--- config.mk ---
export PLATFORM = sky130hd
export DESIGN_NAME = logic_cell_top
export DESIGN_NICKNAME = d
export VERILOG_FILES = /design/src/hdl/cell_pkg.sv /design/src/hdl/logic_cell_top.sv /design/src/hdl/cell_storage.sv
export VERILOG_INCLUDE_DIRS = /design/src /design/src/hdl
export SDC_FILE = /design/constraint.sdc
export NUM_CORES = 1
export LEC_CHECK = 0
export BUFFER_PORTS_ARGS = -buffer_cell sky130_fd_sc_hd__buf_2
export CAP_MARGIN = 20
export CORE_ASPECT_RATIO = 2
export CORE_MARGIN = 2
export CORE_UTILIZATION = 30
export DETAILED_ROUTE_END_ITERATION = 10
export SLEW_MARGIN = 30
export SYNTH_ARGS = -nofsm -noshare
export SYNTH_HDL_FRONTEND = slang
export SYNTH_HIERARCHICAL = 1
export SYNTH_SLANG_ARGS = --single-unit
--- constraint.sdc ---
create_clock -name clock_i -period 3.1 [get_ports clock_i]
set_input_delay 0 -clock clock_i [delete_from_list [all_inputs] [get_ports clock_i]]
set_output_delay 0 -clock clock_i [all_outputs]
set_load 0.02 [all_outputs]
--- src/hdl/logic_cell_regs.svh ---
/*
 * Register offsets, field positions and reset values of the logic cell
 * configuration block.
 * Assumes byte addresses on a 32-bit Avalon-MM slave port.
 */
`ifndef LOGIC_CELL_REGS_SVH
`define LOGIC_CELL_REGS_SVH

// register byte offsets
`define CELL_LUT_MASK_OFS 5'h00
`define CELL_CFG_OFS 5'h04
`define CELL_OUT_SEL_OFS 5'h08
`define CELL_CTRL_OFS 5'h0C
`define CELL_STATUS_OFS 5'h10

// configuration register fields
`define CELL_CFG_FF_TYPE_LSB 0
`define CELL_CFG_CLK_SRC_LSB 2
`define CELL_CFG_CLR_SRC_LSB 4
`define CELL_CFG_CE_SRC_BIT 6
`define CELL_CFG_IN3_CARRY_BIT 7
`define CELL_CFG_ARITH_BIT 8
`define CELL_CFG_FEEDBACK_BIT 9
`define CELL_CFG_PACK_BIT 10
`define CELL_CFG_CHAIN_BIT 11
`define CELL_CFG_WIDTH 12

// output select register fields, 1 picks the register
`define CELL_OUT_SEL_WIDTH 3

// control register fields
`define CELL_CTRL_SW_CLK_BIT 0
`define CELL_CTRL_SW_CLR_BIT 1
`define CELL_CTRL_SW_CE_BIT 2

// status register fields
`define CELL_STAT_Q_BIT 0
`define CELL_STAT_LUT_BIT 1
`define CELL_STAT_OUT_LSB 2
`define CELL_STAT_CARRY_BIT 5
`define CELL_STAT_CLR_BIT 6

// reset values
`define CELL_LUT_MASK_RST 16'h0000
`define CELL_CFG_RST 12'h000
`define CELL_OUT_SEL_RST 3'h0
`define CELL_CTRL_SW_CE_RST 1'b1

// synchroniser depth for pin sources
`define CELL_SYNC_STAGES 2
`define CELL_PIN_COUNT 5

`endif

--- src/hdl/cell_pkg.sv ---
/*
 * Types shared by the logic cell and its storage element.
 * Assumes the register header supplies all offsets and reset values.
 */
package cell_pkg;

    // storage element behaviour
    typedef enum logic [1:0] {
        FF_D,
        FF_T,
        FF_JK,
        FF_SR
    } ff_type_t;

    // sources of the register clock and clear
    typedef enum logic [1:0] {
        SRC_GLOBAL,
        SRC_PIN,
        SRC_LOGIC,
        SRC_NONE
    } ctl_src_t;

    // avalon-mm request from the master
    typedef struct packed {
        logic read;
        logic write;
        logic [4:0] address;
        logic [31:0] writedata;
        logic [3:0] byteenable;
    } avmm_req_t;

    // avalon-mm answer to the master
    typedef struct packed {
        logic waitrequest;
        logic [31:0] readdata;
    } avmm_rsp_t;

    // three routing outputs of the cell
    typedef struct packed {
        logic local_out;
        logic direct_link;
        logic row_col;
    } route_out_t;

endpackage

--- src/hdl/logic_cell_top.sv ---
/*
 * Logic cell: four-input lookup table, programmable register, three routing
 * outputs, carry and register chains, configured over Avalon-MM.
 * Assumes routing data, carry and chain inputs are on clock_i; clock, clear,
 * enable and device clear pins are asynchronous and synchronised here.
 */
// Chosen here: the register addresses and register access over Avalon-MM.
// Contract
// - lookup table of four inputs realises any function of them
// - register acts as D, T, JK or SR flip-flop by configuration
// - register has data, clock, clock enable and clear inputs
// - clock and clear from global, pin or logic; enable from pin or logic
// - combinational result bypasses the register to the outputs
// - three outputs, each selects table or register independently
// - two outputs feed row/column and direct link, one feeds local
// - packing lets table and register drive different outputs for unrelated work
// - packing disables the cluster synchronous load for this register
// - feedback mode routes register output into the same table
// - registered and unregistered table result may show at once
// - register chain output feeds neighbour register for shift chains
// - one table input is carry-in or fourth input, by configuration
// - arithmetic mode gives full adder bit with carry out
// - synchronous clear and load are cluster-wide register controls
// - device-wide reset clears register, overriding every other control
`timescale 1ns/1ps
`include "logic_cell_regs.svh"

module logic_cell_top (
    input wire logic clock_i,
    input wire logic rst_n_i,
    // register bus
    input wire cell_pkg::avmm_req_t avmm_req_i,
    output cell_pkg::avmm_rsp_t avmm_rsp_o,
    // routing data and neighbours
    input wire logic [3:0] data_i,
    input wire logic carry_i,
    input wire logic chain_i,
    input wire logic sync_clear_i,
    input wire logic sync_load_i,
    // asynchronous control sources
    input wire logic clear_global_i,
    input wire logic clock_pin_i,
    input wire logic clear_pin_i,
    input wire logic enable_pin_i,
    input wire logic dev_clear_n_i,
    // outputs
    output cell_pkg::route_out_t route_o,
    output logic carry_o,
    output logic chain_o
);
    import cell_pkg::*;

    //////////////////////////////////////////////////////////////////////////
    // declarations

    localparam int PINS = `CELL_PIN_COUNT;

    logic [15:0] lut_mask_q;
    logic [`CELL_CFG_WIDTH-1:0] cfg_q;
    logic [`CELL_OUT_SEL_WIDTH-1:0] out_sel_q;
    logic sw_clk_q;
    logic sw_clr_q;
    logic sw_ce_q;
    logic ack_q;
    logic [31:0] rdata_q;
    logic [31:0] rdata_d;
    logic [PINS-1:0] sync1_q;
    logic [PINS-1:0] sync2_q;
    logic clk_pin_prev_q;
    logic bus_req;
    logic bus_take;
    logic wr_take;
    logic [31:0] wmask;

    ff_type_t ff_type;
    ctl_src_t clk_src;
    ctl_src_t clr_src;
    logic ce_from_logic;
    logic in3_carry;
    logic arith_mode;
    logic feedback_en;
    logic pack_en;
    logic chain_en;

    logic clear_global_s;
    logic clock_pin_s;
    logic clear_pin_s;
    logic enable_pin_s;
    logic dev_clear_s;

    logic reg_tick;
    logic reg_clr;
    logic reg_ce;
    logic reg_q;
    logic reg_d;
    logic sload_eff;
    logic lut_a;
    logic lut_b;
    logic lut_c;
    logic lut_d;
    logic lut_out;
    logic lut_result;
    logic sum_bit;
    logic carry_bit;
    route_out_t route;

    //////////////////////////////////////////////////////////////////////////
    // configuration fields
    assign ff_type = ff_type_t'(cfg_q[`CELL_CFG_FF_TYPE_LSB +: 2]);
    assign clk_src = ctl_src_t'(cfg_q[`CELL_CFG_CLK_SRC_LSB +: 2]);
    assign clr_src = ctl_src_t'(cfg_q[`CELL_CFG_CLR_SRC_LSB +: 2]);
    assign ce_from_logic = cfg_q[`CELL_CFG_CE_SRC_BIT];
    assign in3_carry = cfg_q[`CELL_CFG_IN3_CARRY_BIT];
    assign arith_mode = cfg_q[`CELL_CFG_ARITH_BIT];
    assign feedback_en = cfg_q[`CELL_CFG_FEEDBACK_BIT];
    assign pack_en = cfg_q[`CELL_CFG_PACK_BIT];
    assign chain_en = cfg_q[`CELL_CFG_CHAIN_BIT];

    //////////////////////////////////////////////////////////////////////////
    // two-flop synchronisers for the asynchronous control pins
    always_ff @(posedge clock_i or negedge rst_n_i) begin
        if (!rst_n_i) begin
            sync1_q <= '0;
            sync2_q <= '0;
        end else begin
            sync1_q <= {~dev_clear_n_i, enable_pin_i, clear_pin_i, clock_pin_i,
                        clear_global_i};
            sync2_q <= sync1_q;
        end
    end

    assign clear_global_s = sync2_q[0];
    assign clock_pin_s = sync2_q[1];
    assign clear_pin_s = sync2_q[2];
    assign enable_pin_s = sync2_q[3];
    assign dev_clear_s = sync2_q[4];

    // previous synchronised pin clock, for its rising edge
    always_ff @(posedge clock_i or negedge rst_n_i) begin
        if (!rst_n_i) begin
            clk_pin_prev_q <= 1'b0;
        end else begin
            clk_pin_prev_q <= clock_pin_s;
        end
    end

    //////////////////////////////////////////////////////////////////////////
    // register clock, clear and enable source selection
    always_comb begin
        case (clk_src)
            SRC_GLOBAL: reg_tick = 1'b1;
            SRC_PIN: reg_tick = clock_pin_s & ~clk_pin_prev_q;
            SRC_LOGIC: reg_tick = sw_clk_q;
            default: reg_tick = 1'b0;
        endcase
    end

    always_comb begin
        case (clr_src)
            SRC_GLOBAL: reg_clr = clear_global_s;
            SRC_PIN: reg_clr = clear_pin_s;
            SRC_LOGIC: reg_clr = sw_clr_q;
            default: reg_clr = 1'b0;
        endcase
    end

    // enable has no global source
    assign reg_ce = ce_from_logic ? sw_ce_q : enable_pin_s;

    //////////////////////////////////////////////////////////////////////////
    // lookup table inputs and function
    assign lut_a = data_i[0];
    assign lut_b = data_i[1];
    assign lut_c = feedback_en ? reg_q : data_i[2];
    assign lut_d = in3_carry ? carry_i : data_i[3];

    // sixteen-entry mask indexed by the four inputs
    assign lut_out = lut_mask_q[{lut_d, lut_c, lut_b, lut_a}];

    // adder bit from the two operands and incoming carry
    assign sum_bit = lut_a ^ lut_b ^ carry_i;
    assign carry_bit = (lut_a & lut_b) | (carry_i & (lut_a ^ lut_b));
    assign lut_result = arith_mode ? sum_bit : lut_out;
    assign carry_o = arith_mode & carry_bit;

    //////////////////////////////////////////////////////////////////////////
    // register data path
    always_comb begin
        if (chain_en) begin
            reg_d = chain_i;
        end else if (pack_en) begin
            reg_d = data_i[3];
        end else begin
            reg_d = lut_result;
        end
    end

    // packing and synchronous load exclude each other
    assign sload_eff = sync_load_i & ~pack_en;

    cell_storage u_storage (
        .clock_i(clock_i),
        .rst_n_i(rst_n_i),
        .tick_i(reg_tick),
        .ce_i(reg_ce),
        .clr_i(reg_clr),
        .dev_clr_i(dev_clear_s),
        .sclr_i(sync_clear_i),
        .sload_i(sload_eff),
        .sload_data_i(data_i[2]),
        .d_i(reg_d),
        .aux_i(data_i[1]),
        .ff_type_i(ff_type),
        .q_o(reg_q)
    );

    // register chain to the neighbour cell
    assign chain_o = reg_q;

    //////////////////////////////////////////////////////////////////////////
    // routing outputs, each picks table or register
    always_comb begin
        route.row_col = out_sel_q[0] ? reg_q : lut_result;
        route.direct_link = out_sel_q[1] ? reg_q : lut_result;
        route.local_out = out_sel_q[2] ? reg_q : lut_result;
    end

    // combinational result bypasses the register; mixed selects show both
    assign route_o = route;

    //////////////////////////////////////////////////////////////////////////
    // avalon-mm handshake: one wait cycle, answer on the second edge
    assign bus_req = avmm_req_i.read | avmm_req_i.write;
    assign bus_take = bus_req & ~ack_q;
    assign wr_take = avmm_req_i.write & ack_q;
    assign avmm_rsp_o.waitrequest = bus_req & ~ack_q;
    assign avmm_rsp_o.readdata = rdata_q;

    always_ff @(posedge clock_i or negedge rst_n_i) begin
        if (!rst_n_i) begin
            ack_q <= 1'b0;
        end else begin
            ack_q <= bus_take;
        end
    end

    // byte enables widened to a bit mask
    always_comb begin
        for (int i = 0; i < 4; i++) begin
            wmask[i*8 +: 8] = {8{avmm_req_i.byteenable[i]}};
        end
    end

    //////////////////////////////////////////////////////////////////////////
    // configuration register writes
    always_ff @(posedge clock_i or negedge rst_n_i) begin
        if (!rst_n_i) begin
            lut_mask_q <= `CELL_LUT_MASK_RST;
            cfg_q <= `CELL_CFG_RST;
            out_sel_q <= `CELL_OUT_SEL_RST;
        end else if (wr_take) begin
            case (avmm_req_i.address)
                `CELL_LUT_MASK_OFS: begin
                    lut_mask_q <= (lut_mask_q & ~wmask[15:0])
                                  | (avmm_req_i.writedata[15:0] & wmask[15:0]);
                end
                `CELL_CFG_OFS: begin
                    cfg_q <= (cfg_q & ~wmask[`CELL_CFG_WIDTH-1:0])
                             | (avmm_req_i.writedata[`CELL_CFG_WIDTH-1:0]
                                & wmask[`CELL_CFG_WIDTH-1:0]);
                end
                `CELL_OUT_SEL_OFS: begin
                    if (avmm_req_i.byteenable[0]) begin
                        out_sel_q <= avmm_req_i.writedata[`CELL_OUT_SEL_WIDTH-1:0];
                    end
                end
                default: begin
                    lut_mask_q <= lut_mask_q;
                end
            endcase
        end
    end

    // control register: clock strobe self-clears, clear and enable are levels
    always_ff @(posedge clock_i or negedge rst_n_i) begin
        if (!rst_n_i) begin
            sw_clk_q <= 1'b0;
            sw_clr_q <= 1'b0;
            sw_ce_q <= `CELL_CTRL_SW_CE_RST;
        end else begin
            sw_clk_q <= 1'b0;
            if (wr_take && avmm_req_i.address == `CELL_CTRL_OFS
                && avmm_req_i.byteenable[0]) begin
                sw_clk_q <= avmm_req_i.writedata[`CELL_CTRL_SW_CLK_BIT];
                sw_clr_q <= avmm_req_i.writedata[`CELL_CTRL_SW_CLR_BIT];
                sw_ce_q <= avmm_req_i.writedata[`CELL_CTRL_SW_CE_BIT];
            end
        end
    end

    //////////////////////////////////////////////////////////////////////////
    // read data, captured in the wait cycle, unmapped reads zero
    always_comb begin
        rdata_d = 32'h0000_0000;
        case (avmm_req_i.address)
            `CELL_LUT_MASK_OFS: rdata_d[15:0] = lut_mask_q;
            `CELL_CFG_OFS: rdata_d[`CELL_CFG_WIDTH-1:0] = cfg_q;
            `CELL_OUT_SEL_OFS: rdata_d[`CELL_OUT_SEL_WIDTH-1:0] = out_sel_q;
            `CELL_CTRL_OFS: begin
                rdata_d[`CELL_CTRL_SW_CLR_BIT] = sw_clr_q;
                rdata_d[`CELL_CTRL_SW_CE_BIT] = sw_ce_q;
            end
            `CELL_STATUS_OFS: begin
                rdata_d[`CELL_STAT_Q_BIT] = reg_q;
                rdata_d[`CELL_STAT_LUT_BIT] = lut_result;
                rdata_d[`CELL_STAT_OUT_LSB +: 3] = route;
                rdata_d[`CELL_STAT_CARRY_BIT] = carry_bit;
                rdata_d[`CELL_STAT_CLR_BIT] = reg_clr | dev_clear_s;
            end
            default: rdata_d = 32'h0000_0000;
        endcase
    end

    always_ff @(posedge clock_i or negedge rst_n_i) begin
        if (!rst_n_i) begin
            rdata_q <= 32'h0000_0000;
        end else if (bus_take && avmm_req_i.read) begin
            rdata_q <= rdata_d;
        end
    end

endmodule // logic_cell_top

--- src/hdl/cell_storage.sv ---
/*
 * Programmable storage element of the logic cell: D, T, JK or SR behaviour.
 * Assumes tick_i marks the register's clock event, one cycle of clock_i wide.
 */
`timescale 1ns/1ps

module cell_storage (
    input wire logic clock_i,
    input wire logic rst_n_i,
    input wire logic tick_i,
    input wire logic ce_i,
    input wire logic clr_i,
    input wire logic dev_clr_i,
    input wire logic sclr_i,
    input wire logic sload_i,
    input wire logic sload_data_i,
    input wire logic d_i,
    input wire logic aux_i,
    input wire cell_pkg::ff_type_t ff_type_i,
    output logic q_o
);
    import cell_pkg::*;

    logic q_q;
    logic q_d;

    //////////////////////////////////////////////////////////////////////////
    // next state for each flip-flop type
    always_comb begin
        q_d = q_q;
        case (ff_type_i)
            FF_D: q_d = d_i;
            FF_T: q_d = q_q ^ d_i;
            FF_JK: q_d = (d_i & ~q_q) | (~aux_i & q_q);
            FF_SR: q_d = (d_i & ~aux_i) ? 1'b1 : ((aux_i & ~d_i) ? 1'b0 : q_q);
            default: q_d = q_q;
        endcase
    end

    //////////////////////////////////////////////////////////////////////////
    // state update: device clear first, then clear, then clocked paths
    always_ff @(posedge clock_i or negedge rst_n_i) begin
        if (!rst_n_i) begin
            q_q <= 1'b0;
        end else if (dev_clr_i) begin
            q_q <= 1'b0;
        end else if (clr_i) begin
            q_q <= 1'b0;
        end else if (tick_i && ce_i) begin
            if (sclr_i) begin
                q_q <= 1'b0;
            end else if (sload_i) begin
                q_q <= sload_data_i;
            end else begin
                q_q <= q_d;
            end
        end
    end

    // clear masks the output at once, no edge needed
    assign q_o = q_q & ~clr_i & ~dev_clr_i;

endmodule // cell_storage

==> flow_summary.ini, run 1 <==
[outcome]
outcome = completed

[setup_path]
crit_fanout = 4
cpMaxStageDelayCell = dfrtp_1
worst_setup_path_end_kind = flop
cp.buffers_inverters = 1
cp-start-kind = flop
cp.required_ns = 3.30
path_class = flop to flop
worst_path_most_repeated_cell = mux2i_1
path_delay_family = compound AO/OA/AOI/OAI gates
reg2reg_slack_ns = 0.30
worstPathArrival_ns = 3.00
cpPeakStageDelay_ns = 0.41
rr_worst_depth = 12
path_cells = mux2i_1 -> o22ai_1 -> nor3b_2 -> mux2i_1 -> mux2i_1 -> a211oi_1 -> o31ai_1 -> buf_4 -> xnor2_1 -> a41oi_2 -> mux2i_1 -> a31oi_1
reg2reg_to = u_storage/q_q$_DFFE_PN0P_

[yosys]
yosys.area.top_type = dfrtp_1
synth_top_area_share_pct = 50.1
ys_ff_latch = 63
synth-warning-count = 6
synth_edf_count = 0
yosysMostFrequentCell = dfrtp_1
synthTopCellsByArea = dfrtp_1 50%, mux2_2 13%, mux4_2 4.4%, buf_4 4.1%, nand2_1 2.8%
syn_area_um2 = 3100
ys_top_cells_by_count = 62 x dfrtp_1, 36 x mux2_2, 23 x nand2_1
ys_types = 44
seq_area_frac_synth_pct = 50.9
synth_cells = 265
synthFlopType = dfrtp_1
async_flop_share_pct = 100
syn_area_per_cell_um2 = 11.7

[sta]
skew_ns = 0.00529
grt_setup_unrepaired = no
min_period_ns = 2.80
worst_pin_slew_ns = 0.851
hold_slack_ns = 0.00935
maxSlewHeadroom_pct = 43.3
setup_tns_ns = 0
setup_viol = 0
fmax_ghz = 0.358
hold_viol = 0
slew_violations = 0
fin_crit_sh_pct = 90.2

[die]
die_area_um2 = 11200
core_um2 = 10100
start_util_pct = 30.7
die_h_um = 148
rows = 52
ios = 96
dieWidth_um = 75.9

[finish]
n_antenna_cell = 0
nets = 421
fillers = 996
final_layout_size_suffix_gt1_share_pct = 36.5
areaGrowthSynthToFinish_pct = 33.4

[worst_hold_path]
hp-class = input pin to flop
worst_hold_path.endpoint = sw_clk_q$_DFF_PN0_
hold_start = avmm_req_i[39]
holdPathStages = 3

[run]
maxCapViolations = 0

[clock_network]
cts-htree-levels = 3
clk_latency_ns = 0.33
cts_tree = done
clock-sinks = 63
clock_path_buffers = 2
cts_setup_buffers = 0
cts-root-buf = clkbuf_16
numCtsBuffers = 9
clkTransAtPathRegs_ns = 0.05

[routing]
wl_met2_um = 4920
wirelength_um = 8490
route.layer.met1.wl_um = 2730
routed_via_density = 4.85
drt_iter0_drc = 155
vias = 2433
first_pass_iters = 6
antenna_left = 0
drcViolationCount = 0
dr_wl_met3_um = 360
highest_layer = met4
avgRoutedWirePerCell_um = 16.9

[place]
dp_hpwl_um = 6640
place_congestion = 0.877
io_buffers = 61

[power_and_ir_drop]
p_leak_nw = 1.98
power_density_nw_per_um2 = 569
irDropWorstVdd_uv = 276

[global_routing]
grt_max_degree = 41
grt_pass1_vias = 2596
antenna_found_initial = 0
overflow = 0
grt_pass1_wl_um = 13300
gr-usage-all-layers_pct = 16.6
-- worst max-delay path by stage --
stage               depth (start not counted)  slack, ns  from                         to
detailed placement                         12       0.35  flop  u_storage/q_q$_DFFE_PN0P_
finish                                     12       0.30  flop  u_storage/q_q$_DFFE_PN0P_
floorplan                                  11       0.18  flop  u_storage/q_q$_DFFE_PN0P_
CTS                                        12       0.33  flop  u_storage/q_q$_DFFE_PN0P_
global placement                           12       0.40  flop  u_storage/q_q$_DFFE_PN0P_
global route                               12       0.10  flop  u_storage/q_q$_DFFE_PN0P_
-- cell families after synthesis --
group	after synthesis	synth area share, %
AO/OA/AOI/OAI	47	10.8
multiplexers	49	19.7
flip-flops	63	50.9
other	1	0.121
adder cells (fa/ha/maj)	1	0.646
buffers and inverters	36	6.58
XOR/XNOR	1	0.283
AND/OR/NAND/NOR	67	10.9
-- power breakdown --
part           total, mW  internal [mW]  switching, mW
Sequential         0.941          0.884         0.0569
Combinational      0.337          0.154          0.184
Clock               1.07          0.704          0.370
-- what timing repair did --
item                                   4_1_cts  5_1_grt
resized for setup                            0        0
hold buffers                                28        0
endpoints found under the hold margin       78        0
-- metrics by stage --
| stage | power, mW | setup slack, ns | std cells | instance area (um2) | util [%] |
|---|---|---|---|---|---|
| 2_1_floorplan | 1.15 | 0.177 | 280 | 3150 | - |
| 3_3_place_gp | 1.26 | 0.401 | 458 | 3530 | 35.0 |
| 3_5_place_dp | 1.27 | 0.351 | 458 | 3530 | 35.0 |
| 4_1_cts | 2.38 | 0.329 | 502 | 4130 | 40.9 |
| 5_1_grt | 2.46 | 0.104 | 502 | 4130 | 41.0 |
| 6_report | 2.35 | 0.304 | 502 | 4130 | 41.0 |
-- cell usage in the layout (no fill, tap or decap), drive strengths merged, types with 3 or more instances in the layout --
cell type    count
nor2            19
clkinv           3
dlygate4sd3     28
nor3             3
and2             3
nand3            3
conb            16
dfrtp           62
o31ai            4
inv              9
mux4             6
clkbuf           9
a221oi           6
mux2            36
a222oi           3
mux2i            7
nor2b            4
buf             70
nand2           23
o21ai           16
-- area by class of cell --
cell class                      count  area, um2  area share (%)
Clock inverter                      7       97.6            2.36
Inverter                            9       33.8           0.818
Multi-Input combinational cell    181       1370            33.2
Clock buffer                        9        225            5.45
Tap cell                          135        169            4.09
Sequential cell                    63       1580            38.2
Timing Repair Buffer               98        656            15.9
-- routing by layer --
| layer | up-vias | GRT usage, % |
|---|---|---|
| met5 | - | 0 |
| met4 | 0 | 10.8 |
| met3 | 34 | 4.02 |
| met2 | 93 | 29.6 |
| met1 | 1184 | 15.7 |
| li1 | 1122 | - |
-- worst reg2reg max path, cell delays in order, from the launching register on --
cell      delay (ns)
dfrtp_1         0.41
mux2i_1         0.14
o22ai_1         0.26
nor3b_2         0.09
mux2i_1         0.19
mux2i_1         0.39
a211oi_1        0.13
o31ai_1         0.29
buf_4           0.19
xnor2_1         0.07
a41oi_2         0.24
mux2i_1         0.21
a31oi_1         0.06
Power figures use the tool's default switching activity.
==> run 2: changes to the inputs <==
Clock period 3.1 ns to 2.41 ns, I/O delays scaled along.
==> flow_summary.ini, run 2 (synthesis results as in run 1) <==
[clock_network]
clock-sinks = 63
cts-root-buf = clkbuf_16
cts_tree = done
cts-htree-levels = 3
clk_latency_ns = 0.33
clock_path_buffers = 2
clkTransAtPathRegs_ns = 0.05
numCtsBuffers = 9

[routing]
avgRoutedWirePerCell_um = 16.8
vias = 2486
drt_iter0_drc = 209
first_pass_iters = 6
drcViolationCount = 0
antenna_left = 0
wirelength_um = 8620
routed_via_density = 4.85

[outcome]
outcome = finished with violations
failed_checks = setup timing

[global_routing]
gr-usage-all-layers_pct = 16.4
overflow = 0
grt_pass1_vias = 2627
antenna_found_initial = 0
grt_max_degree = 33
grt_pass1_wl_um = 13400

[power_and_ir_drop]
clock_power_share_pct = 39.8
p_comb_share_pct = 17.3
switchingPower_uw = 762
irDropWorstVdd_uv = 357
power_density_nw_per_um2 = 670
p_sw_share_pct = 27.0
sequentialPowerShare_pct = 42.9
p_int_mw = 2.06
p_leak_nw = 2.05

[die]
rows = 52
ios = 96
dieWidth_um = 75.9
core_um2 = 10100
start_util_pct = 30.7
die_area_um2 = 11200
die_h_um = 148

[run]
maxCapViolations = 0

[sta]
skew_ns = 0.00668
worst_pin_slew_ns = 0.787
fmax_ghz = 0.401
grt_setup_unrepaired = yes
slew_violations = 0
hold_slack_ns = 0.00620
fin_crit_sh_pct = 103
hold_viol = 0
maxSlewHeadroom_pct = 47.5
finalWorstSetupSlack_ns = -0.0827
min_period_ns = 2.49
setup_viol = 1

[finish]
fillers = 1003
nets = 432
n_antenna_cell = 0
layout_commonest_cell = dfrtp_1
areaGrowthSynthToFinish_pct = 35.8
final_cell_mix = 62 x dfrtp_1, 59 x buf_2, 34 x mux2_2, 26 x dlygate4sd3_1, 23 x nand2_1
final_layout_size_suffix_gt1_share_pct = 39.4
post-route-util_pct = 41.7

[place]
place_ws_ns = -0.0618
place_congestion = 0.843
dp_hpwl_um = 6640
io_buffers = 61

[setup_path]
crit_fanout = 4
cp-start-kind = flop
worst_setup_path_end_kind = flop
cp.required_ns = 2.60
path_class = flop to flop
worstPathArrival_ns = 2.69

[worst_hold_path]
hp-class = input pin to flop
## run 2: worst paths after layout
path,from,endpoint,slack [ns],cells past startpoint
min in group asynchronous,rst_n_i,asynchronous set/reset pin,0.29,2
worst min-delay path,avmm_req_i[41],ack_q$_DFF_PN0_,0.006,3
max in group asynchronous,rst_n_i,sw_ce_q$_DFFE_PN1P_,1.41,3
worst max-delay path,flop,u_storage/q_q$_DFFE_PN0P_,-0.08,11
worst min register to register,sync1_q[1]$_DFF_PN0_,sync2_q[1]$_DFF_PN0_,0.35,0
worst max register to register,flop,u_storage/q_q$_DFFE_PN0P_,-0.08,11
## run 2: worst max-delay path: stages (launching register included)
cell	delay [ns]
dfrtp_1	0.38
mux2i_1	0.13
o22ai_2	0.23
nor3b_4	0.07
mux2i_1	0.18
mux2i_1	0.28
a211oi_1	0.13
o31ai_2	0.33
xnor2_1	0.14
a41oi_2	0.19
mux2i_1	0.24
a31oi_1	0.07
## run 2: stage by stage
step	power [mW]	setup TNS, ns	std cells	cell area, um2
finish	2.82	-0.0827	513	4210
global route	2.96	-0.308	513	4210
detailed placement	1.66	-0.0618	468	3630
CTS	2.83	-0.0531	510	4150
floorplan	1.48	-0.226	280	3170
global placement	1.65	0	468	3630
## run 2: layout make-up
cell class / instances / area, um2 / share of cell area, %
timing repair buffer: 109 / 756 / 18.0
sequential: 63 / 1580 / 37.5
tap: 135 / 169 / 4.01
clock buffer: 11 / 233 / 5.53
inverter: 9 / 33.8 / 0.803
clock inverter: 5 / 25.0 / 0.595
multi-input combinational: 181 / 1410 / 33.6
## run 2: what timing repair did
| action | in CTS | in global routing |
|---|---|---|
| endpoints found under the hold margin | 72 | 0 |
| resized for setup | 1 | 8 |
| setup buffers | 0 | 4 |
| setup endpoints to repair | 1 | 4 |
| hold buffers | 26 | 0 |
## run 2: per-layer routing
metal | GRT usage (%) | share of wire [%] | vias up
met5 | 0 | 0 | -
met4 | 9.47 | 5.0 | 0
met3 | 3.41 | 4.2 | 27
met2 | 29.8 | 57 | 89
met1 | 16.1 | 34 | 1227
li1 | - | - | 1143
## run 2: power groups by stage
stage                     clock network (mW)  logic (mW)  registers, mW
final                                   1.12       0.489           1.21
after global routing                    1.21       0.533           1.22
after CTS                               1.15       0.470           1.21
after detailed placement                   0       0.433           1.23
after global placement                     0       0.427           1.22
after floorplan                            0       0.256           1.23
